===== src/shared/pmlp_pkg.sv =====
package pmlp_pkg;

    // register offsets on the serial control port
    localparam logic [14:0] PMLP_ADDR_TRIM_A = 15'h0037;
    localparam logic [14:0] PMLP_ADDR_CAL_EN = 15'h0061;
    localparam logic [14:0] PMLP_ADDR_CAL_MODE = 15'h0062;
    localparam logic [14:0] PMLP_ADDR_SOFT_TRIG = 15'h006C;
    localparam logic [14:0] PMLP_ADDR_LOWPOWER_SWAP_TRIGGER_CONTROL = 15'h006D;
    localparam logic [14:0] PMLP_ADDR_LINK_EN = 15'h0200;
    localparam logic [14:0] PMLP_ADDR_LINK_MODE = 15'h0201;
    localparam logic [14:0] PMLP_ADDR_FRAME_CNT = 15'h0202;
    localparam logic [14:0] PMLP_ADDR_SCRAMBLE = 15'h0203;
    localparam logic [14:0] PMLP_ADDR_DEV_ID = 15'h0204;
    localparam logic [14:0] PMLP_ADDR_ST_LANES = 15'h0208;
    localparam logic [14:0] PMLP_ADDR_ST_CONV = 15'h0209;
    localparam logic [14:0] PMLP_ADDR_ST_OCTETS = 15'h020A;
    localparam logic [14:0] PMLP_ADDR_ST_SAMPLES = 15'h020B;
    localparam logic [14:0] PMLP_ADDR_ST_RES = 15'h020C;
    localparam logic [14:0] PMLP_ADDR_ST_FLAGS = 15'h020D;
    localparam logic [14:0] PMLP_ADDR_ST_RATIO_LO = 15'h020E;
    localparam logic [14:0] PMLP_ADDR_ST_RATIO_HI = 15'h020F;
    localparam logic [14:0] PMLP_ADDR_ST_KM1 = 15'h0210;
    localparam logic [14:0] PMLP_ADDR_ST_CKSUM0 = 15'h0211;
    localparam logic [14:0] PMLP_ADDR_TRIM_B = 15'h029A;
    localparam logic [14:0] PMLP_ADDR_TRIM_G = 15'h029B;
    localparam logic [14:0] PMLP_ADDR_TRIM_D = 15'h029C;

    // field positions
    localparam int PMLP_BIT_ENABLE = 0;
    localparam int PMLP_FLAG_ENC = 0;
    localparam int PMLP_FLAG_ILLEGAL = 1;

    // reset values: power trims come up at high performance settings
    localparam logic [7:0] PMLP_RST_TRIM_A = 8'h4B;
    localparam logic [7:0] PMLP_RST_TRIM_B = 8'h0F;
    localparam logic [7:0] PMLP_RST_TRIM_G = 8'h04;
    localparam logic [7:0] PMLP_RST_TRIM_D = 8'h1B;
    localparam logic [4:0] PMLP_RST_LINK_MODE = 5'h00;
    localparam logic [7:0] PMLP_RST_FRAME_CNT = 8'h1F;
    localparam logic [7:0] PMLP_RST_DEV_ID = 8'h00;

    // core swap timing in sample clocks
    localparam int PMLP_SWAP_MIN_CYC = 500;
    localparam int PMLP_SWAP_MAX_CYC = 1000;
    localparam int PMLP_SWAP_DELAY_CYC = 750;
    localparam int PMLP_BG_SWAP_PERIOD_CYC = 2048;

    // constant alignment sequence fields
    localparam logic [7:0] PMLP_ILAS_JESDV = 8'h01;
    localparam logic [7:0] PMLP_ILAS_SUBCLASSV = 8'h01;
    localparam logic [9:0] PMLP_K64_NUM = 10'h100;
    localparam logic [1:0] PMLP_E64 = 2'h1;
    localparam int PMLP_LANES = 8;

    // serial port frame: r/w bit, 15 address bits, 8 data bits
    localparam logic [4:0] PMLP_SPI_HDR_BITS = 5'h10;
    localparam logic [4:0] PMLP_SPI_FRAME_BITS = 5'h18;

    typedef enum logic [1:0] {
        PMLP_CAL_FG = 2'b00,
        PMLP_CAL_BG = 2'b01,
        PMLP_CAL_LPBG = 2'b10
    } pmlp_cal_mode_e;

endpackage


===== src/logic/pmlp_mode_rom.sv =====
`timescale 1ns/1ns
module pmlp_mode_rom
    import pmlp_pkg::*;
(
    input wire logic clk,
    input wire logic rst_n,
    input wire logic [4:0] mode,
    output logic enc64,
    output logic [3:0] res_n,
    output logic [3:0] lanes,
    output logic [3:0] conv_m,
    output logic [3:0] octets_f,
    output logic [2:0] samples_s,
    output logic [9:0] ratio_x32,
    output logic illegal
);
    typedef struct packed {
        logic enc64;
        logic [3:0] n;
        logic [3:0] l;
        logic [3:0] m;
        logic [3:0] f;
        logic [2:0] s;
        logic [9:0] rx32;
        logic illegal;
    } pmlp_rom_s;

    pmlp_rom_s q, d;

    // mode table lookup, ratio held with five fraction bits
    always_comb begin
        unique case (mode)
            5'h00: d = {1'b0, 4'hC, 4'h8, 4'h8, 4'h8, 3'h5, 10'h100, 1'b0};
            5'h01: d = {1'b0, 4'hC, 4'h6, 4'h4, 4'h2, 3'h2, 10'h140, 1'b0};
            5'h02: d = {1'b0, 4'h8, 4'h4, 4'h4, 4'h1, 3'h1, 10'h140, 1'b0};
            5'h03: d = {1'b0, 4'hA, 4'h4, 4'h4, 4'h5, 3'h4, 10'h190, 1'b0};
            5'h04: d = {1'b1, 4'hC, 4'h3, 4'h4, 4'h2, 3'h1, 10'h210, 1'b0};
            5'h05: d = {1'b1, 4'h8, 4'h2, 4'h4, 4'h2, 3'h1, 10'h210, 1'b0};
            5'h06: d = {1'b1, 4'hC, 4'h6, 4'h4, 4'h2, 3'h2, 10'h108, 1'b0};
            5'h07: d = {1'b1, 4'h8, 4'h4, 4'h4, 4'h1, 3'h1, 10'h108, 1'b0};
            5'h08: d = {1'b1, 4'hC, 4'h4, 4'h4, 4'h3, 3'h2, 10'h18C, 1'b0};
            5'h09: d = {1'b0, 4'h8, 4'h8, 4'h4, 4'h1, 3'h2, 10'h0A0, 1'b0};
            5'h0A: d = {1'b0, 4'hA, 4'h8, 4'h8, 4'h5, 3'h4, 10'h0C8, 1'b0};
            5'h0B: d = {1'b0, 4'hC, 4'h8, 4'h8, 4'h8, 3'h5, 10'h080, 1'b0};
            5'h0C: d = {1'b0, 4'h8, 4'h8, 4'h2, 4'h1, 3'h4, 10'h050, 1'b0};
            5'h0D: d = {1'b0, 4'hA, 4'h8, 4'h8, 4'h5, 3'h4, 10'h064, 1'b0};
            5'h0E: d = {1'b1, 4'hC, 4'h8, 4'h8, 4'h3, 3'h2, 10'h0C6, 1'b0};
            5'h0F: d = {1'b1, 4'hC, 4'h8, 4'h8, 4'h3, 3'h2, 10'h063, 1'b0};
            default: d = {1'b0, 4'h0, 4'h0, 4'h0, 4'h0, 3'h0, 10'h000, 1'b1};
        endcase
    end

    // registered read data
    always_ff @(posedge clk or negedge rst_n) begin
        if (!rst_n) begin
            q <= '0;
        end else begin
            q <= d;
        end
    end

    assign enc64 = q.enc64;
    assign res_n = q.n;
    assign lanes = q.l;
    assign conv_m = q.m;
    assign octets_f = q.f;
    assign samples_s = q.s;
    assign ratio_x32 = q.rx32;
    assign illegal = q.illegal;
endmodule


===== src/logic/pmlp_spi_port.sv =====
`timescale 1ns/1ns
module pmlp_spi_port
    import pmlp_pkg::*;
(
    input wire logic clk,
    input wire logic rst_n,
    input wire logic scs_n,
    input wire logic sclk,
    input wire logic sdi,
    output logic sdo,
    output logic sdo_oe_n,
    output logic wr_stb,
    output logic [14:0] addr,
    output logic [7:0] wr_data,
    input wire logic [7:0] rd_data
);
    typedef struct packed {
        logic sclk_prev;
        logic [4:0] cnt;
        logic [23:0] sh;
        logic rd;
        logic [7:0] out_sh;
        logic oe_n;
        logic wr_stb;
        logic [14:0] addr;
        logic [7:0] wr_data;
    } pmlp_spi_s;

    pmlp_spi_s q, d;

    // sample on rising sclk, shift read data out on falling sclk
    always_comb begin
        d = q;
        d.sclk_prev = sclk;
        d.wr_stb = 1'b0;
        if (scs_n) begin
            d.cnt = 5'h00;
            d.oe_n = 1'b1;
            d.rd = 1'b0;
        end else if (sclk && !q.sclk_prev) begin
            d.sh = {q.sh[22:0], sdi};
            d.cnt = q.cnt + 5'h01;
            if (d.cnt == PMLP_SPI_HDR_BITS) begin
                d.addr = d.sh[14:0];
                d.rd = d.sh[15];
            end
            if (d.cnt == PMLP_SPI_FRAME_BITS && !q.rd) begin
                d.wr_data = d.sh[7:0];
                d.wr_stb = 1'b1;
            end
        end else if (!sclk && q.sclk_prev && q.rd) begin
            if (q.cnt == PMLP_SPI_HDR_BITS) begin
                d.out_sh = rd_data;
                d.oe_n = 1'b0;
            end else begin
                d.out_sh = {q.out_sh[6:0], 1'b0};
            end
        end
    end

    // state register
    always_ff @(posedge clk or negedge rst_n) begin
        if (!rst_n) begin
            q <= '{oe_n: 1'b1, default: '0};
        end else begin
            q <= d;
        end
    end

    assign sdo = q.out_sh[7];
    assign sdo_oe_n = q.oe_n;
    assign wr_stb = q.wr_stb;
    assign addr = q.addr;
    assign wr_data = q.wr_data;
endmodule


===== src/logic/pmlp_power_link.sv =====
`timescale 1ns/1ns
module pmlp_power_link
    import pmlp_pkg::*;
#(
    parameter int SWAP_DELAY_CYC = PMLP_SWAP_DELAY_CYC,
    parameter int BG_SWAP_PERIOD_CYC = PMLP_BG_SWAP_PERIOD_CYC
) (
    input wire logic CLOCK,
    input wire logic RST_N,
    input wire logic SCS_N,
    input wire logic SCLK,
    input wire logic SDI,
    output logic SDO,
    output logic SDO_OE_N,
    input wire logic CALIBRATION_TRIGGER_PIN,
    output logic [7:0] POWER_TRIM_A,
    output logic [7:0] POWER_TRIM_B,
    output logic [7:0] POWER_TRIM_GLITCH,
    output logic [7:0] POWER_TRIM_D,
    output logic CAL_ENABLE,
    output logic CORE_SWAP,
    output logic LINK_RESET_N,
    output logic SERDES_PD,
    output logic LINK_CLK_EN,
    output logic [7:0] LANE_PD,
    output logic LINK_MODE_ILLEGAL,
    output logic ENC_64B66B,
    output logic [3:0] LANES,
    output logic [3:0] CONVERTERS,
    output logic [3:0] OCTETS_PER_FRAME,
    output logic [2:0] SAMPLES_PER_FRAME,
    output logic [3:0] RESOLUTION,
    output logic [9:0] RATIO_X32,
    output logic [8:0] FRAMES_PER_MF,
    output logic [1:0] MB_PER_EMB,
    output logic [7:0] DEVICE_ID,
    output logic SCRAMBLER_EN,
    output logic [63:0] ILAS_CHECKSUM
);
    localparam logic [9:0] SWAP_LAST = 10'(SWAP_DELAY_CYC - 1);
    localparam int BG_W = $clog2(BG_SWAP_PERIOD_CYC);
    localparam logic [BG_W-1:0] BG_LAST = BG_W'(BG_SWAP_PERIOD_CYC - 1);

    typedef struct packed {
        logic [7:0] trim_a;
        logic [7:0] trim_b;
        logic [7:0] trim_g;
        logic [7:0] trim_d;
        logic cal_en;
        logic [1:0] cal_mode;
        logic lowpower_swap_trigger_control;
        logic link_en;
        logic [4:0] mode;
        logic [7:0] frame_cnt;
        logic scrambler_enable;
        logic [7:0] dev_id;
        logic [7:0] rd_data;
        logic pin_prev;
        logic swap_run;
        logic [9:0] swap_cnt;
        logic [BG_W-1:0] bg_cnt;
        logic core_swap;
        logic link_rst_n;
        logic serdes_pd;
        logic clk_en;
        logic [7:0] lane_pd;
        logic illegal;
        logic enc64;
        logic [3:0] l;
        logic [3:0] m;
        logic [3:0] f;
        logic [2:0] s;
        logic [3:0] n;
        logic [9:0] rx32;
        logic [8:0] k;
        logic [1:0] e;
        logic [7:0] did;
        logic scr_o;
        logic [63:0] cksum;
    } pmlp_state_s;

    pmlp_state_s q, d;

    logic wr_stb;
    logic [14:0] addr;
    logic [7:0] wr_data;
    logic rom_enc64;
    logic [3:0] rom_n;
    logic [3:0] rom_l;
    logic [3:0] rom_m;
    logic [3:0] rom_f;
    logic [2:0] rom_s;
    logic [9:0] rom_rx32;
    logic rom_illegal;

    // field values minus one as carried in the alignment octets
    function automatic logic [7:0] pmlp_m1(input logic [8:0] v);
        logic [8:0] t;
        t = v - 9'h001;
        return t[7:0];
    endfunction

    // sum of all alignment fields except lane id, modulo 256
    function automatic logic [7:0] pmlp_ilas_sum(
        input logic [7:0] did, input logic [3:0] l, input logic scrambler_enable, input logic [3:0] f,
        input logic [8:0] k, input logic [3:0] m, input logic [3:0] n, input logic [2:0] s
    );
        logic [7:0] sum;
        sum = did + pmlp_m1({5'h00, l}) + {7'h00, scrambler_enable} + pmlp_m1({5'h00, f}) + pmlp_m1(k);
        sum = sum + pmlp_m1({5'h00, m}) + pmlp_m1({5'h00, n}) + pmlp_m1({5'h00, n});
        sum = sum + PMLP_ILAS_SUBCLASSV + PMLP_ILAS_JESDV + pmlp_m1({6'h00, s});
        return sum;
    endfunction

    pmlp_spi_port u_spi (
        .clk(CLOCK),
        .rst_n(RST_N),
        .scs_n(SCS_N),
        .sclk(SCLK),
        .sdi(SDI),
        .sdo(SDO),
        .sdo_oe_n(SDO_OE_N),
        .wr_stb(wr_stb),
        .addr(addr),
        .wr_data(wr_data),
        .rd_data(q.rd_data)
    );

    pmlp_mode_rom u_rom (
        .clk(CLOCK),
        .rst_n(RST_N),
        .mode(q.mode),
        .enc64(rom_enc64),
        .res_n(rom_n),
        .lanes(rom_l),
        .conv_m(rom_m),
        .octets_f(rom_f),
        .samples_s(rom_s),
        .ratio_x32(rom_rx32),
        .illegal(rom_illegal)
    );

    // register writes, swap timing and link parameter derivation
    always_comb begin
        logic trig;
        logic [8:0] k_new;
        logic [7:0] base;
        trig = 1'b0;
        k_new = 9'h000;
        base = 8'h00;
        d = q;
        d.pin_prev = CALIBRATION_TRIGGER_PIN;
        d.core_swap = 1'b0;

        // register writes from the serial port
        if (wr_stb) begin
            unique case (addr)
                PMLP_ADDR_TRIM_A: d.trim_a = wr_data;
                PMLP_ADDR_TRIM_B: d.trim_b = wr_data;
                PMLP_ADDR_TRIM_G: d.trim_g = wr_data;
                PMLP_ADDR_TRIM_D: d.trim_d = wr_data;
                PMLP_ADDR_CAL_EN: d.cal_en = wr_data[PMLP_BIT_ENABLE];
                PMLP_ADDR_CAL_MODE: d.cal_mode = wr_data[1:0];
                PMLP_ADDR_SOFT_TRIG: trig = wr_data[PMLP_BIT_ENABLE];
                PMLP_ADDR_LOWPOWER_SWAP_TRIGGER_CONTROL: d.lowpower_swap_trigger_control = wr_data[PMLP_BIT_ENABLE];
                PMLP_ADDR_LINK_EN: d.link_en = wr_data[PMLP_BIT_ENABLE];
                PMLP_ADDR_LINK_MODE: d.mode = wr_data[4:0];
                PMLP_ADDR_FRAME_CNT: d.frame_cnt = wr_data;
                PMLP_ADDR_SCRAMBLE: d.scrambler_enable = wr_data[PMLP_BIT_ENABLE];
                PMLP_ADDR_DEV_ID: d.dev_id = wr_data;
                default: ;
            endcase
        end

        // pin rising edge or soft write starts swap
        if (CALIBRATION_TRIGGER_PIN && !q.pin_prev) begin
            trig = 1'b1;
        end

        if (!q.cal_en || (q.cal_mode != PMLP_CAL_BG && q.cal_mode != PMLP_CAL_LPBG)) begin
            d.swap_run = 1'b0;
            d.swap_cnt = 10'h000;
            d.bg_cnt = '0;
        end else if (q.cal_mode == PMLP_CAL_LPBG && q.lowpower_swap_trigger_control) begin
            if (q.swap_run) begin
                d.swap_cnt = q.swap_cnt + 10'h001;
                if (q.swap_cnt == SWAP_LAST) begin
                    d.core_swap = 1'b1;
                    d.swap_run = 1'b0;
                end
            end else if (trig) begin
                d.swap_run = 1'b1;
                d.swap_cnt = 10'h000;
            end
        end else begin
            // free-running background swaps
            d.swap_run = 1'b0;
            d.bg_cnt = q.bg_cnt + 1'b1;
            if (q.bg_cnt == BG_LAST) begin
                d.bg_cnt = '0;
                d.core_swap = 1'b1;
            end
        end

        // link held in reset, powered down, clock gated while disabled
        d.link_rst_n = q.link_en;
        d.serdes_pd = !q.link_en;
        d.clk_en = q.link_en;

        // parameters track registers only while disabled
        if (!q.link_en) begin
            d.illegal = rom_illegal;
            d.enc64 = rom_enc64;
            d.l = rom_l;
            d.m = rom_m;
            d.f = rom_f;
            d.s = rom_s;
            d.n = rom_n;
            // ratio drives line rate and pll factor
            d.rx32 = rom_rx32;
            if (rom_enc64) begin
                k_new = (rom_f == 4'h0) ? 9'h000 : 9'((PMLP_K64_NUM * PMLP_E64) / rom_f);
                d.e = PMLP_E64;
            end else begin
                k_new = {1'b0, q.frame_cnt} + 9'h001;
                d.e = 2'h0;
            end
            d.k = k_new;
            // device id and scrambler from registers
            d.did = q.dev_id;
            d.scr_o = q.scrambler_enable;
            // zero and one fields folded in
            base = pmlp_ilas_sum(q.dev_id, rom_l, q.scrambler_enable, rom_f, k_new, rom_m, rom_n, rom_s);
            for (int i = 0; i < PMLP_LANES; i++) begin
                // lane id is the lane index
                d.cksum[i*8 +: 8] = base + 8'(i);
            end
        end

        // unused lanes powered down, all when disabled
        for (int i = 0; i < PMLP_LANES; i++) begin
            d.lane_pd[i] = !q.link_en || (4'(i) >= q.l);
        end

        // read data for the serial port
        unique case (addr)
            PMLP_ADDR_TRIM_A: d.rd_data = q.trim_a;
            PMLP_ADDR_TRIM_B: d.rd_data = q.trim_b;
            PMLP_ADDR_TRIM_G: d.rd_data = q.trim_g;
            PMLP_ADDR_TRIM_D: d.rd_data = q.trim_d;
            PMLP_ADDR_CAL_EN: d.rd_data = {7'h00, q.cal_en};
            PMLP_ADDR_CAL_MODE: d.rd_data = {6'h00, q.cal_mode};
            PMLP_ADDR_LOWPOWER_SWAP_TRIGGER_CONTROL: d.rd_data = {7'h00, q.lowpower_swap_trigger_control};
            PMLP_ADDR_LINK_EN: d.rd_data = {7'h00, q.link_en};
            PMLP_ADDR_LINK_MODE: d.rd_data = {3'h0, q.mode};
            PMLP_ADDR_FRAME_CNT: d.rd_data = q.frame_cnt;
            PMLP_ADDR_SCRAMBLE: d.rd_data = {7'h00, q.scrambler_enable};
            PMLP_ADDR_DEV_ID: d.rd_data = q.dev_id;
            PMLP_ADDR_ST_LANES: d.rd_data = {4'h0, q.l};
            PMLP_ADDR_ST_CONV: d.rd_data = {4'h0, q.m};
            PMLP_ADDR_ST_OCTETS: d.rd_data = {4'h0, q.f};
            PMLP_ADDR_ST_SAMPLES: d.rd_data = {5'h00, q.s};
            PMLP_ADDR_ST_RES: d.rd_data = {4'h0, q.n};
            PMLP_ADDR_ST_FLAGS: d.rd_data = {4'h0, q.e, q.illegal, q.enc64};
            PMLP_ADDR_ST_RATIO_LO: d.rd_data = q.rx32[7:0];
            PMLP_ADDR_ST_RATIO_HI: d.rd_data = {6'h00, q.rx32[9:8]};
            PMLP_ADDR_ST_KM1: d.rd_data = pmlp_m1(q.k);
            PMLP_ADDR_ST_CKSUM0: d.rd_data = q.cksum[7:0];
            default: d.rd_data = 8'h00;
        endcase
    end

    // state register; trims reset to high performance values
    always_ff @(posedge CLOCK or negedge RST_N) begin
        if (!RST_N) begin
            q <= '{trim_a: PMLP_RST_TRIM_A, trim_b: PMLP_RST_TRIM_B, trim_g: PMLP_RST_TRIM_G,
                   trim_d: PMLP_RST_TRIM_D, mode: PMLP_RST_LINK_MODE, frame_cnt: PMLP_RST_FRAME_CNT,
                   dev_id: PMLP_RST_DEV_ID, serdes_pd: 1'b1, lane_pd: 8'hFF, default: '0};
        end else begin
            q <= d;
        end
    end

    // outputs straight from the state register
    assign POWER_TRIM_A = q.trim_a;
    assign POWER_TRIM_B = q.trim_b;
    assign POWER_TRIM_GLITCH = q.trim_g;
    assign POWER_TRIM_D = q.trim_d;
    assign CAL_ENABLE = q.cal_en;
    assign CORE_SWAP = q.core_swap;
    assign LINK_RESET_N = q.link_rst_n;
    assign SERDES_PD = q.serdes_pd;
    assign LINK_CLK_EN = q.clk_en;
    assign LANE_PD = q.lane_pd;
    assign LINK_MODE_ILLEGAL = q.illegal;
    assign ENC_64B66B = q.enc64;
    assign LANES = q.l;
    assign CONVERTERS = q.m;
    assign OCTETS_PER_FRAME = q.f;
    assign SAMPLES_PER_FRAME = q.s;
    assign RESOLUTION = q.n;
    assign RATIO_X32 = q.rx32;
    assign FRAMES_PER_MF = q.k;
    assign MB_PER_EMB = q.e;
    assign DEVICE_ID = q.did;
    assign SCRAMBLER_EN = q.scr_o;
    assign ILAS_CHECKSUM = q.cksum;
endmodule


===== config.mk =====
export PLATFORM = sky130hd
export DESIGN_NAME = pmlp_power_link
export DESIGN_NICKNAME = d
export VERILOG_FILES = /design/src/shared/pmlp_pkg.sv /design/src/logic/pmlp_mode_rom.sv /design/src/logic/pmlp_spi_port.sv /design/src/logic/pmlp_power_link.sv
export SDC_FILE = /design/constraint.sdc
export NUM_CORES = 1
export LEC_CHECK = 0
export BUFFER_PORTS_ARGS = -buffer_cell sky130_fd_sc_hd__clkbuf_2
export CAP_MARGIN = 0
export CELL_PAD_IN_SITES_DETAIL_PLACEMENT = 0
export CELL_PAD_IN_SITES_GLOBAL_PLACEMENT = 2
export CORE_ASPECT_RATIO = 1.25
export CORE_MARGIN = 2
export CORE_UTILIZATION = 39
export DETAILED_ROUTE_END_ITERATION = 8
export GPL_TIMING_DRIVEN = 0
export PLACE_DENSITY_LB_ADDON = 0.2
export RECOVER_POWER = 25
export SLEW_MARGIN = 20
export SYNTH_ARGS = -nofsm -noshare
export SYNTH_HDL_FRONTEND = slang
export SYNTH_SLANG_ARGS = --single-unit

===== constraint.sdc =====
create_clock -name CLOCK -period 19.2 [get_ports CLOCK]
set_input_delay 1.92 -clock CLOCK [delete_from_list [all_inputs] [get_ports CLOCK]]
set_output_delay 1.92 -clock CLOCK [all_outputs]
set_load 0.05 [all_outputs]

---- Word level (Yosys, flattened, before mapping) ----
Memory sizes are Yosys's and may differ from the RTL's.
Index checks and enable logic that the tools add are counted.
word-level totals
  memories kept ........................... 1
  output and inout port bits .............. 162
  bits of input ports ..................... 6
  bits in registers ....................... 311
  word-level logic and storage cells ...... 207
  bits in read-only memories .............. 432
cells by class
  equality and inequality tests ........... 33
  bitwise logic cells ..................... 2
  div/mod/pow operators ................... 1
  $add $sub $neg .......................... 28
  mux-type cells .......................... 35
  reductions and logical operators ........ 48
  order comparisons ....................... 8
memories
  memory            depth  width  rd ports  clocked after Yosys merged registers in  wr ports  line                 text
  (name not given)  16     27     1         0                                        0         pmlp_mode_rom.sv:32  unique case (mode)
operator list
  cell                    count
  $eq A15 B10 Y1 const B  18
  $pmux W8 S22            1
  $eq A15 B7 Y1 const B   4
  $add A8 B8 Y8           7
  $mux W24                2
  $mux W11                3
  $add A8 B3 Y8 const B   4
  $mux W31                1
  $mux W30                1
  $reduce_and A2 Y1       15
  $mux W9                 3
  $add A8 B1 Y8 const B   3
  $mux W22                1
  $sub A4 B1 Y5 const B   4
  $mux W1                 17
  $add A8 B2 Y8 const B   2
  $ge A3 B4 Y1 const A    4
  $mux W8                 2
  $sub A8 B1 Y8 const B   2
  $eq A15 B6 Y1 const B   1
  $eq A5 B5 Y1 const B    3
  $mux W15                1
  $mux W12                1
  $reduce_and A3 Y1       4
  other kinds (23)        51

---- Longest topological paths before layout ----
Gate-level depths: netlist of run 1.
  word-level depth ........................ 13
  mapped depth ............................ 83

---- Hierarchy ----
Synthesis of run 1 repeated with hierarchy kept, for this count alone.
unflattened totals
  cells, all modules ...................... 1773
  area total of the unflattened synthesis .. 17715.7 um2
modules (own cells, without submodules)
  module           cells each  area each (um2)  times used
  pmlp_power_link  1457        13873.3          1
  pmlp_spi_port    186         2483.6           1
  pmlp_mode_rom    130         1358.8           1

---- Worst setup path before layout of run 1 ----
No wires, ideal clock.
  path type ............................... register to register
  from .................................... reg u_rom.q, in the netlist u_rom.octets_f[0]
  to ...................................... reg q, in the netlist ILAS_CHECKSUM[22]
  data arrival time ....................... 15.994 ns
  path slack .............................. 3.071 ns
  setup time .............................. 0.134 ns
  cell stages (with the launch flop) ...... 80
  period minus slack after synthesis ...... 16.129 ns
  buffers on the path ..................... 5
  cells stage by stage .................... dfrtp_1 > buf_6 > clkbuf_1 > clkinv_1 > ha_1 > nor2b_1 > o21ai_1 > a21boi_0 > ha_1 > nor3_1 > a211oi_4 > a2111oi_4 > a21o_1 > ha_1 > a21oi_1 > o21ai_1 > nor3_1 > a21oi_1 > (+44 left out) > nand3_1 > a2111oi_2 > o22a_1 > ha_1 > fa_1 > inv_1 > fa_1 > ha_1 > ha_1 > fa_1 > xnor2_1 > inv_1 > ha_1 > clkbuf_1 > and3_1 > nand2_1 > xor2_1 > o21ai_0
on the way
  word-level cells in the longest chain between the ends .. 13
  elaborated cells between the ends (all ways) .. 16
  those cells by class .................... 11 x add/sub; 1 x div; 3 x mux; 1 x reduce/logical
RTL lines
  item                                                line                    text
  from (decl)                                         pmlp_mode_rom.sv:28     pmlp_rom_s q, d;
  from (signal assigned)                              pmlp_mode_rom.sv:56     q <= '0;
  from (signal assigned)                              pmlp_mode_rom.sv:58     q <= d;
  $div A9 B4 Y10 or $logic_not A4 Y1 (tied branches)  pmlp_power_link.sv:222  k_new = (rom_f == 4'h0) ? 9'h000 : 9'((PMLP_K64_NUM * PMLP_E64) / rom_f);
  $mux W9                                             pmlp_power_link.sv:222
  $mux W9                                             pmlp_power_link.sv:221  if (rom_enc64) begin
  $mux W9                                             pmlp_power_link.sv:211  if (!q.link_en) begin
  $sub A8 B1 Y8                                       pmlp_power_link.sv:99   t = v - 9'h001;
  $add A8 B8 Y8 *                                     pmlp_power_link.sv:109  sum = did + pmlp_m1({5'h00, l}) + {7'h00, scrambler_enable} + pmlp_m1({5'h00, f}) + pmlp_m1(k);
  $add A8 B8 Y8 * (3 in a row)                        pmlp_power_link.sv:110  sum = sum + pmlp_m1({5'h00, m}) + pmlp_m1({5'h00, n}) + pmlp_m1({5'h00, n});
  $add A8 B1 Y8 * (2 in a row)                        pmlp_power_link.sv:111  sum = sum + PMLP_ILAS_SUBCLASSV + PMLP_ILAS_JESDV + pmlp_m1({6'h00, s});
  $add A8 B8 Y8 *                                     pmlp_power_link.sv:111
  $add A8 B2 Y8 *                                     pmlp_power_link.sv:236  d.cksum[i*8 +: 8] = base + 8'(i);
  to (signal assigned)                                pmlp_power_link.sv:276  q <= '{trim_a: PMLP_RST_TRIM_A, trim_b: PMLP_RST_TRIM_B, trim_g: PMLP_RST_TRIM_G,
  to (decl)                                           pmlp_power_link.sv:82   pmlp_state_s q, d;
Every way passes the cells marked *; elsewhere a longest branch is shown, timed or not. The select of a mux whose other input is x is not followed.
A chain may end at the register's enable or synchronous reset.

---- Final worst setup path of run 1 ----
  from .................................... reg u_rom.q, in the netlist u_rom.octets_f[0]
  to ...................................... reg q, in the netlist ILAS_CHECKSUM[39]
on the way
  word-level cells in the longest chain between the ends .. 13
  elaborated cells between the ends (all ways) .. 16
  those cells by class .................... 11 x add/sub; 1 x div; 3 x mux; 1 x reduce/logical
RTL lines
  item                                                line
  $div A9 B4 Y10 or $logic_not A4 Y1 (tied branches)  pmlp_power_link.sv:222
  $mux W9                                             pmlp_power_link.sv:222
  $mux W9                                             pmlp_power_link.sv:221
  $mux W9                                             pmlp_power_link.sv:211
  $sub A8 B1 Y8                                       pmlp_power_link.sv:99
  $add A8 B8 Y8 *                                     pmlp_power_link.sv:109
  $add A8 B8 Y8 * (3 in a row)                        pmlp_power_link.sv:110
  $add A8 B1 Y8 * (2 in a row)                        pmlp_power_link.sv:111
  $add A8 B8 Y8 *                                     pmlp_power_link.sv:111
  $add A8 B3 Y8 *                                     pmlp_power_link.sv:236
Marked as above.

==> results of run 1 <==
## power breakdown
part           total, mW  switching [mW]  leakage, nW  internal, mW
clock network      0.680           0.275        0.564         0.406
logic             0.0285          0.0180         5.17        0.0105
registers          0.618         0.00945         3.62         0.609
## final cells by class
class	instances	area, µm²
sequential	284	7140
timing repair buffer	171	906
fill	4231	23100
clock buffer	43	935
inverter	80	303
tap	565	707
multi-input combinational	1152	8350
buffer	212	1380
clock inverter	19	248
## through the flow
stage / setup WS [ps] / hold slack, ps / std cells / utilization (%) / area, µm²
final: 1430 / 385 / 2526 / 46.4 / 20000
after global routing: 33.6 / 391 / 2526 / 46.4 / 20000
after CTS: 75.5 / 376 / 2525 / 46.3 / 19900
after detailed placement: -1150 / 375 / 2463 / 43.5 / 18700
after global placement: -1140 / 364 / 2458 / 43.2 / 18600
after floorplan: 3070 / 352 / 1730 / - / 17100
## registers in the layout, summed over array words and instances, names as in the netlist, 4 cells and up
signal and cells:
q 56, ILAS_CHECKSUM 54, u_spi.q 29, u_spi.addr 15, RATIO_X32 10, u_rom.ratio_x32 10
FRAMES_PER_MF 9, DEVICE_ID 8, LANE_PD 8, POWER_TRIM_A 8, POWER_TRIM_B 8, POWER_TRIM_D 8
POWER_TRIM_GLITCH 8, u_spi.wr_data 8, LANES 4, OCTETS_PER_FRAME 4, u_rom.lanes 4, u_rom.octets_f 4
## cell families after synthesis
| group | share of synthesized area [%] |
|---|---|
| and+or+nand+nor | 13.5 |
| AOI/OAI and AO/OA | 12.6 |
| buffers and inverters | 9.88 |
| DFF | 41.9 |
| muxes | 9.21 |
| adders and majority gates | 8.35 |
| xor gates and xnor gates | 4.52 |
| other | 0.0220 |
## timing repair
action	in CTS	in global routing
endpoints found under the setup margin	38	48
gates resized for setup	7	13
endpoints found under the hold margin	0	0
buffers inserted	0	3
## worst min path at each step
stage / from / endpoint / slack (ps)
finish: d[123] / LINK_CLK_EN / 380
global route: d[123] / LINK_CLK_EN / 390
CTS: d[123] / LINK_CLK_EN / 380
detailed placement: d[123] / LINK_CLK_EN / 380
global placement: d[123] / LINK_CLK_EN / 360
floorplan: d[123] / LINK_CLK_EN / 350
## routing by layer
metal / part of all wire (%) / GRT usage, % / up-vias
li1: - / - / 6281
met4: 2.8 / 7.06 / 0
met1: 44 / 30.5 / 6618
met2: 48 / 37.0 / 373
met3: 5.4 / 3.02 / 85
met5: 0 / 0 / -
## cell usage in the layout (no fill, tap or decap), drive strengths merged, types with 19 or more instances in the layout
master and instances:
xor2 35, inv 81, nor3 39, nand3 46
nor2 110, mux2 125, nand2 187, dfrtp 256
fa 28, nand2b 19, ha 69, buf 164
dfstp 28, o21ai 116, a22oi 22, xnor2 53
clkbuf 262, a21oi 67
## worst register-to-register path, delay by kind of cell (launching register included)
family	cells	cell delay, ps
adders and majority gates	14	4420
and+or+nand+nor	22	4570
xor gates and xnor gates	2	810
DFF	1	440
buffers and inverters	8	1040
AOI/OAI and AO/OA	34	6300
==> parameters.txt, run 1 <==
Parameter                              Value

Run status
  Outcome ... finished with violations
  Violations in the final reports ... capacitance limit, slew limit

CTS
  Clock insertion delay at the later pin of the skew report ... ~540 ps
  H-Tree Depth ... 2
  Clock-pin slew on the worst setup and hold paths ... 70 ps
  Library cell used as clock root buffer ... sky130_fd_sc_hd__clkbuf_16
  Cts bufs inserted ... 34
  Clock tree sinks ... ~280
  Number of buffers between clock root and the deepest sink ... 3
  Hold-fix buffers at CTS ... 0
  TritonCTS clock tree ... done

Die
  Number of rows in the core area ... between 80 and 90
  Total I/O pin count ... 168
  Core Footprint ... 43100 µm²
  Width of the die ... ~190 µm
  DIE AREA ... between 40000 and 50000 µm²
  Vertical extent of the die ... ~240 µm
  Initial standard-cell utilization of the core ... approximately two fifths

Synthesis
  Synth async-reset ratio ... 100%
  Main synth FF type ... sky130_fd_sc_hd__dfrtp_1
  Distinct cell type count after synthesis ... 86
  Post-synth EDFFs ... 0
  Synth top cells by count ... sky130_fd_sc_hd__dfrtp_1 (256), sky130_fd_sc_hd__nand2_1 (187), sky130_fd_sc_hd__buf_4 (153)
  Share of Yosys cell area claimed by the top area cell type ... between 30% and 40%
  Post-Syn Area per Cell ... 9.87 µm²
  Post-synthesis sequential element count ... between 200 and 300
  Cell type with the largest total area after synthesis ... sky130_fd_sc_hd__dfrtp_1
  Netlist area before placement ... about 17000 µm²
  Number of instances in the synthesized netlist ... between 1500 and 2000
  Leading post-synthesis cells by cell area ... sky130_fd_sc_hd__dfrtp_1 (38%), sky130_fd_sc_hd__mux2_2 (8.1%), sky130_fd_sc_hd__buf_4 (6.7%), sky130_fd_sc_hd__ha_1 (5.1%), sky130_fd_sc_hd__dfstp_2 (4.3%)
  Count leader, synth ... sky130_fd_sc_hd__dfrtp_1
  Sequential fraction of the synthesis area ... between 40% and 50%
  Yosys warning count ... 0

Critical path
  Family of cells with the greatest summed delay on the critical path ... compound AO/OA/AOI/OAI gates
  Sort of element at the start of the critical path ... flop
  Worst-path fanout max ... 12
  Critical Path Sink Type ... flop
  Cell with the biggest individual delay on the critical path ... sky130_fd_sc_hd__xnor2_2
  Critical path type ... reg2reg
  Worst reg2reg startpoint ... u_rom.octets_f[0]
  Startpoint of the worst setup timing path ... u_rom.octets_f[0]
  Endpoint of the worst register-to-register path ... ILAS_CHECKSUM[39]
  Worst path arrival time ... roughly 18000 ps
  Biggest cell delay along the critical path ... 660 ps
  End point of the critical path ... ILAS_CHECKSUM[39]
  Worst Reg2Reg Path Length in Cells ... 80
  Critical path's most frequent cell ... sky130_fd_sc_hd__ha_1
  Required time at the endpoint of the critical path ... around 20000 ps
  Buffers and inverters on the worst path ... 8
  Instance count on the critical path ... 80
  Reg-to-reg setup timing slack ... between 1000 and 1500 ps

Power and ir drop
  Standby leakage power ... 9.36 nW
  Power density over cell area ... between 60 and 70 nW/µm²
  Max rail drop VDD ... a little under 60 µV
  Design Power ... 1.33 mW

Global route
  Global route total overflow ... 0
  Largest net degree at the start of global routing ... 92
  Number of global-route vias before repair ... 13300
  Antenna violations before repair ... 1
  Wire length of the first global-routing pass ... 78300 µm
  GRT Util Overall ... between 20% and 30%

STA
  Setup TNS ... 0 ps
  Tightest slew margin relative to the limit ... -144%
  Count of final hold-check violations ... 0
  Final Cycle Share ... approximately 93%
  Setup repair after global routing missed its margin ... false
  Largest clock skew in the final design ... 22.9 ps
  Number of max-slew violations in the final report ... 121
  Final setup violation count ... 0
  Minimum clock period after layout ... roughly 18000 ps
  Timing-limited maximum frequency ... between 50 and 60 MHz
  Actual slew at the worst max-slew pin ... around 3700 ps

Flow run
  Total of max-cap violations ... 2

Drt
  Via count ... approximately 13000
  Number of optimization iterations in the first detailed-route pass ... 6
  Number of DRC markers after the initial detailed-route iteration ... approximately 860
  Count of unresolved DRC violations after routing ... 0
  Number of nets still failing antenna checks after routing ... 0
  Final WL ... about 50000 µm
  Per-cell routed wire length ... 20.2 µm
  Number of vias per cell ... about 5.3

Final layout
  Number of nets in the finished design ... between 2000 and 2500
  Layout area overhead ... 17.1%
  Antenna cells ... 0
  Ratio of cells with drive above 1 in the final layout ... between 20 and 30%

Placement
  Routability congestion estimate from global placement ... 0.908
  # port buffers ... 163
  HPWL after detailed placement ... just under 40000 µm

Min path
  Hold-critical path depth ... 0
  Type of the tightest min-delay check ... reg2reg
Power figures use the tool's default switching activity.
==> run 2: changes to the inputs <==
==> constraint.sdc (replaced) <==
create_clock -name CLOCK -period 17.22 [get_ports CLOCK]
set_input_delay 1.722 -clock CLOCK [delete_from_list [all_inputs] [get_ports CLOCK]]
set_output_delay 1.722 -clock CLOCK [all_outputs]
set_load 0.05 [all_outputs]
==> parameters.txt, run 2 (same netlist as run 1, synthesis figures left out) <==
Parameter                              Value

Run status
  Outcome ... finished with violations
  Violations in the final reports ... capacitance limit, slew limit

CTS
  TritonCTS clock tree ... done
  Cts bufs inserted ... 34 (unchanged)
  H-Tree Depth ... 2 (unchanged)
  Clock tree sinks ... 284 (unchanged)
  Number of buffers between clock root and the deepest sink ... 3 (unchanged)
  Library cell used as clock root buffer ... sky130_fd_sc_hd__clkbuf_16
  Clock insertion delay at the later pin of the skew report ... 540 ps (about the same)
  Clock-pin slew on the worst setup and hold paths ... 70 ps (about the same)

Critical path
  Biggest cell delay along the critical path ... 710 ps (+50 ps)
  Sort of element at the start of the critical path ... flop
  Buffers and inverters on the worst path ... 10 (+2)
  Cell with the biggest individual delay on the critical path ... sky130_fd_sc_hd__fa_2
  Worst path arrival time ... 16530 ps (-1610 ps)
  Family of cells with the greatest summed delay on the critical path ... adder cells
  Required time at the endpoint of the critical path ... 17610 ps (-1960 ps)
  Critical Path Sink Type ... flop
  Critical path's most frequent cell ... sky130_fd_sc_hd__ha_1
  Critical path type ... reg2reg
  Worst-path fanout max ... 12 (unchanged)

STA
  Timing-limited maximum frequency ... 62.0 MHz (+10%)
  Final setup violation count ... 0 (unchanged)
  Minimum clock period after layout ... 16140 ps (-1630 ps)
  Tightest hold margin ... 385 ps (+0.387 ps)
  Setup repair after global routing missed its margin ... false
  Count of final hold-check violations ... 0 (unchanged)
  Actual slew at the worst max-slew pin ... 4690 ps (+1030 ps)
  Largest clock skew in the final design ... 20.8 ps (-2.10 ps)
  Number of max-slew violations in the final report ... 214 (+77%)
  Setup TNS ... 0 ps (unchanged)
  Final Cycle Share ... 93.7% (+1.2 points)
  Tightest slew margin relative to the limit ... -212% (-68 points)

Placement
  Routability congestion estimate from global placement ... 0.908 (unchanged)
  # placed instances ... 2463 (unchanged)
  HPWL after detailed placement ... 38700 µm (unchanged)
  # port buffers ... 163 (unchanged)

Global route
  Number of global-route vias before repair ... 13300 (+0.32%)
  Wire length of the first global-routing pass ... 78600 µm (+0.40%)
  Antenna violations before repair ... 1 (unchanged)
  Met3 usage ... 3.00% (-0.015 points)
  Met2 global-route usage ... 37.3% (+0.29 points)
  GRT Util Overall ... 22.5% (+0.077 points)
  Most crowded layer after global routing ... met2
  Global route total overflow ... 0 (unchanged)
  Largest net degree at the start of global routing ... 92 (unchanged)
  GR met1 Demand/Resource ... 30.6% (+0.079 points)

Die
  Vertical extent of the die ... 238 µm (unchanged)
  Total I/O pin count ... 168 (unchanged)
  DIE AREA ... 45400 µm² (unchanged)
  Number of rows in the core area ... 85 (unchanged)
  Core Footprint ... 43100 µm² (unchanged)
  Width of the die ... 191 µm (unchanged)
  Initial standard-cell utilization of the core ... 39.6% (unchanged)

Drt
  Number of optimization iterations in the first detailed-route pass ... 8 (+2)
  Via count ... 13400 (+0.64%)
  Count of unresolved DRC violations after routing ... 0 (unchanged)
  Number of DRC markers after the initial detailed-route iteration ... 810 (-5.5%)
  Final WL ... 51200 µm (+0.53%)
  Per-cell routed wire length ... 20.1 µm (-0.38%)
  Number of vias per cell ... 5.27 (-0.27%)
  Number of nets still failing antenna checks after routing ... 0 (unchanged)

Final layout
  Ratio of cells with drive above 1 in the final layout ... 31.2% (+1.9 points)
  Flip-flop count of the largest register, all copies and words added ... 56 (unchanged)
  Most flop-heavy register ... q
  Most frequent standard cell in the layout excluding fill and tap cells ... sky130_fd_sc_hd__dfrtp_1
  Top library cells by usage in the layout, fill and taps aside ... sky130_fd_sc_hd__dfrtp_1 (255), sky130_fd_sc_hd__nand2_1 (185), sky130_fd_sc_hd__buf_4 (180)
  Number of nets in the finished design ... 2060 (+1.1%)
  Fillers ... 4222 (-0.21%)
  Non-filler cells, final ... 2549 (+0.91%)
  Layout area overhead ... 18.7%
  Finished Core Util ... 47.0% (+0.63 points)

Power and ir drop
  Clock power share ... 51.3% (about the same)
  Internal power component ... 1.14 mW (+11%)
  Power density over cell area ... 73.0 nW/µm² (+9.9%)
  Portion of total power attributed to sequential cells ... 46.6% (about the same)
  Power share of the combinational group ... 2.1% (about the same)
  Max rail drop VDD ... 64.4 µV (+12%)
  Switching power ... 337 µW (+11%)
  Fraction of power spent switching nets ... 22.8% (about the same)
  Design Power ... 1.48 mW (+11%)
  Standby leakage power ... 9.46 nW (+1.1%)

Min path
  Type of the tightest min-delay check ... reg2reg

Flow run
  Total of max-cap violations ... 3 (+1)
## run 2: changes by cell type in the layout (fill, tap and decap cells not counted), moves of 3 or more
| cell | before | now |
|---|---|---|
| sky130_fd_sc_hd__o21ai_0 | 112 | 109 |
| sky130_fd_sc_hd__a21oi_1 | 65 | 62 |
| sky130_fd_sc_hd__buf_4 | 158 | 180 |
| sky130_fd_sc_hd__a21oi_2 | 1 | 4 |
## run 2: area by class of cell
| cell class | instances | area [µm²] | share of cell area [%] |
|---|---|---|---|
| diodes | 1 | 2.50 | 0.0124 |
| plain buffers | 211 | 1390 | 6.87 |
| clock buffers | 43 | 935 | 4.62 |
| clock inverters | 19 | 248 | 1.22 |
| inverters | 80 | 309 | 1.53 |
| multi-input cells | 1152 | 8460 | 41.8 |
| flip-flops and latches | 284 | 7140 | 35.3 |
| well taps | 565 | 707 | 3.49 |
| repair buffers | 194 | 1050 | 5.21 |
## run 2: power by group through the flow
| stage | clock network [mW] | registers [mW] | logic [mW] |
|---|---|---|---|
| final | 0.759 | 0.689 | 0.0309 |
| after floorplan | 0 | 0.698 | 0.0147 |
| after global placement | 0 | 0.701 | 0.0302 |
| after global routing | 0.802 | 0.691 | 0.0358 |
| after detailed placement | 0 | 0.701 | 0.0340 |
| after CTS | 0.776 | 0.689 | 0.0340 |
## run 2: through the flow
stage               worst slack (ps)  cell area (µm²)
detailed placement             -3130            18700
floorplan                       1090            17100
global route                    11.6            20200
CTS                             3.19            20100
finish                          1080            20200
global placement               -3120            18600
## run 2: routing by layer
| layer | vias up | routed length [µm] |
|---|---|---|
| li1 | 6325 | - |
| met1 | 6657 | 22600 |
| met2 | 382 | 24800 |
| met3 | 78 | 2510 |
| met4 | 0 | 1270 |
| met5 | - | 0 |
## run 2: worst paths after layout
path                                   start           endpoint  slack (ps)  depth (start not counted)
min in group asynchronous              RST_N        u_spi.q[63]        2110                          1
hold reg to reg                       d[123]        LINK_CLK_EN         390                          0
hold / removal                        d[123]        LINK_CLK_EN         390                          0
setup / recovery           u_rom.octets_f[0]  ILAS_CHECKSUM[63]        1080                         77
max in group asynchronous              RST_N  u_rom.octets_f[0]        9100                          2
setup reg to reg           u_rom.octets_f[0]  ILAS_CHECKSUM[63]        1080                         77
## run 2: repair_timing
item / CTS / global route
pin swaps: 3 / 6
setup buffers: 7 / 19
setup endpoints to repair: 54 / 51
hold buffers: 0 / 0
resized for setup: 29 / 26
==> run 3: changes to the inputs <==
--- a/config.mk
+++ b/config.mk
@@ -12,6 +12,7 @@
 export CORE_ASPECT_RATIO = 1.25
 export CORE_MARGIN = 2
 export CORE_UTILIZATION = 39
+export CTS_CLUSTER_DIAMETER = 30
 export DETAILED_ROUTE_END_ITERATION = 8
 export GPL_TIMING_DRIVEN = 0
 export PLACE_DENSITY_LB_ADDON = 0.2
==> constraint.sdc (replaced) <==
create_clock -name CLOCK -period 17.22 [get_ports CLOCK]
set_input_delay 0.861 -clock CLOCK [delete_from_list [all_inputs] [get_ports CLOCK]]
set_output_delay 0.861 -clock CLOCK [all_outputs]
set_load 0.05 [all_outputs]
==> parameters.txt, run 3 (same netlist as run 1, synthesis figures left out) <==
Parameter                              Value

Final layout
  Ratio of cells with drive above 1 in the final layout ... 33.5% (+2.3 points)
  Number of nets in the finished design ... 2102 (+2.0%)
  Antenna cells ... 0 (-1)
  Flip-flop count of the largest register, all copies and words added ... 56 (unchanged)
  Most flop-heavy register ... q
  Layout area overhead ... 25.9%
  Post-route standard cell area excluding fillers ... 21500 µm² (+6.1%)
  Most frequent standard cell in the layout excluding fill and tap cells ... sky130_fd_sc_hd__dfrtp_1
  Top library cells by usage in the layout, fill and taps aside ... sky130_fd_sc_hd__dfrtp_1 (255), sky130_fd_sc_hd__buf_4 (188), sky130_fd_sc_hd__nand2_1 (185)

Min path
  Launch point of the worst hold path ... d[123]
  Capture endpoint of the worst hold path ... LINK_CLK_EN
  Hold-critical path depth ... 0 (unchanged)
  Type of the tightest min-delay check ... reg2reg

Critical path
  Worst path arrival time ... 16500 ps (-30 ps)
  Critical path type ... reg2reg
  Biggest cell delay along the critical path ... 460 ps (-250 ps)
  Cell with the biggest individual delay on the critical path ... sky130_fd_sc_hd__or3_4
  Critical Path Sink Type ... flop
  Endpoint of the worst register-to-register path ... ILAS_CHECKSUM[39]
  Worst Reg2Reg Path Length in Cells ... 79 (+2.6%)
  Critical path's most frequent cell ... sky130_fd_sc_hd__ha_1
  Required time at the endpoint of the critical path ... 17630 ps (+20 ps)
  Worst-path fanout max ... 12 (unchanged)
  Sort of element at the start of the critical path ... flop
  Worst reg2reg startpoint ... u_rom.octets_f[0]
  Reg-to-reg setup timing slack ... 1140 ps (+50 ps)

Drt
  Number of optimization iterations in the first detailed-route pass ... 5 (-3)
  Count of unresolved DRC violations after routing ... 0 (unchanged)
  Via count ... 13700 (+1.7%)
  Number of DRC markers after the initial detailed-route iteration ... 788 (-2.7%)
  Number of vias per cell ... 5.22 (-0.97%)
  Number of nets still failing antenna checks after routing ... 0 (unchanged)
  Final WL ... 51800 µm (+1.2%)
  Per-cell routed wire length ... 19.8 µm (-1.4%)

Die
  DIE AREA ... 45400 µm² (unchanged)
  Initial standard-cell utilization of the core ... 39.6% (unchanged)
  Core Footprint ... 43100 µm² (unchanged)
  Total I/O pin count ... 168 (unchanged)
  Vertical extent of the die ... 238 µm (unchanged)
  Width of the die ... 191 µm (unchanged)
  Number of rows in the core area ... 85 (unchanged)

CTS
  Number of buffers between clock root and the deepest sink ... 3 (unchanged)
  Library cell used as clock root buffer ... sky130_fd_sc_hd__clkbuf_16
  Hold-fix buffers at CTS ... 0 (unchanged)
  Clock-pin slew on the worst setup and hold paths ... 50 ps (-20 ps)
  Clock tree sinks ... 284 (unchanged)
  Cts bufs inserted ... 67 (+97%)
  Clock insertion delay at the later pin of the skew report ... 570 ps (+30 ps)
  TritonCTS clock tree ... done
  H-Tree Depth ... 3 (+1)

STA
  Slack of the critical path ... 1140 ps (+54.4 ps)
  Final Cycle Share ... 93.4% (-0.32 points)
  Setup repair after global routing missed its margin ... false
  Count of final hold-check violations ... 0 (unchanged)
  Actual slew at the worst max-slew pin ... 4760 ps (+70.2 ps)
  Tightest slew margin relative to the limit ... -217% (-4.7 points)
  Number of max-slew violations in the final report ... 214 (unchanged)
  Minimum clock period after layout ... 16080 ps (-54.4 ps)
  Timing-limited maximum frequency ... 62.2 MHz (+0.34%)
  Tightest hold margin ... 385 ps (+0.213 ps)
  Setup TNS ... 0 ps (unchanged)
  Largest clock skew in the final design ... 31.7 ps (+10.9 ps)
  Final setup violation count ... 0 (unchanged)

Placement
  Worst Setup Slack post-DPL ... -3130 ps (unchanged)
  Post-placement cell area ... 18700 µm² (unchanged)
  HPWL after detailed placement ... 38700 µm (unchanged)
  # port buffers ... 163 (unchanged)
  Routability congestion estimate from global placement ... 0.908 (unchanged)

Global route
  Largest net degree at the start of global routing ... 92 (unchanged)
  Antenna violations before repair ... 1 (unchanged)
  GRT Util Overall ... 23.1% (+0.58 points)
  Number of global-route vias before repair ... 13700 (+3.0%)
  Wire length of the first global-routing pass ... 80000 µm (+1.7%)
  Global route total overflow ... 0 (unchanged)

Run status
  Outcome ... finished with violations
  Violations in the final reports ... capacitance limit, slew limit

Flow run
  Total of max-cap violations ... 3 (unchanged)

Power and ir drop
  Standby leakage power ... 10.1 nW (+6.4%)
  Power density over cell area ... 94.0 nW/µm² (+29%)
  Max rail drop VDD ... 70.1 µV (+8.8%)
run 3: cell count changes in the layout (fill, tap and decap cells not counted), sizes merged:
cell and delta:
bufinv +4, clkbuf +32, inv +9, clkinv +12, buf +9, clkinvlp +3
diode -1
run 3: layer usage:
| layer | vias up | track usage [%] | routed length (µm) |
|---|---|---|---|
| li1 | 6427 | - | - |
| met1 | 6756 | 30.5 | 22500 |
| met2 | 392 | 38.1 | 25100 |
| met3 | 92 | 3.82 | 2780 |
| met4 | 0 | 8.28 | 1450 |
| met5 | - | 0 | 0 |
run 3: how the worst max path moves through the flow:
stage | cells past startpoint | endpoint | start
after CTS | 81 | ILAS_CHECKSUM[39] | u_rom.octets_f[0]
after global placement | 79 | ILAS_CHECKSUM[14] | u_rom.octets_f[0]
final | 79 | ILAS_CHECKSUM[39] | u_rom.octets_f[0]
after global routing | 81 | ILAS_CHECKSUM[54] | u_rom.octets_f[0]
after floorplan | 79 | ILAS_CHECKSUM[22] | u_rom.octets_f[0]
after detailed placement | 79 | ILAS_CHECKSUM[14] | u_rom.octets_f[0]
run 3: cell type report:
cell class,instances,area [µm²]
Multi-Input combinational cell,1152,8460
Sequential cell,284,7140
Tap cell,565,707
Fill cell,4133,21600
Buffer,211,1390
Timing Repair Buffer,203,1130
Clock buffer,75,1760
Clock inverter,47,574
Inverter,80,309
run 3: worst max-delay path, delay by kind of cell (launching register included):
kind            cells  cell delay (ps)
simple gates       24             4080
fa+ha+maj          15             4840
flops               1              400
buf+inv             9             1120
compound gates     29             4940
xor+xnor            2              470
run 3: repair_timing:
item                                    4_1_cts  5_1_grt
endpoints found under the setup margin       54       50
pin swaps                                     5        5
resized for setup                            31       24
setup buffers                                 8       27
run 3: where the power goes:
part / leakage [nW] / internal [mW] / switching (mW)
registers: 3.62 / 0.681 / 0.0107
logic: 5.32 / 0.0110 / 0.0201
clock network: 1.12 / 0.868 / 0.429
run 3: stage by stage:
stage / std cells / utilization, % / total power [mW]
after floorplan: 1730 / - / 0.712
after global placement: 2458 / 43.2 / 0.731
after detailed placement: 2463 / 43.5 / 0.735
after CTS: 2591 / 49.3 / 2.04
after global routing: 2617 / 49.9 / 2.09
final: 2617 / 49.9 / 2.02
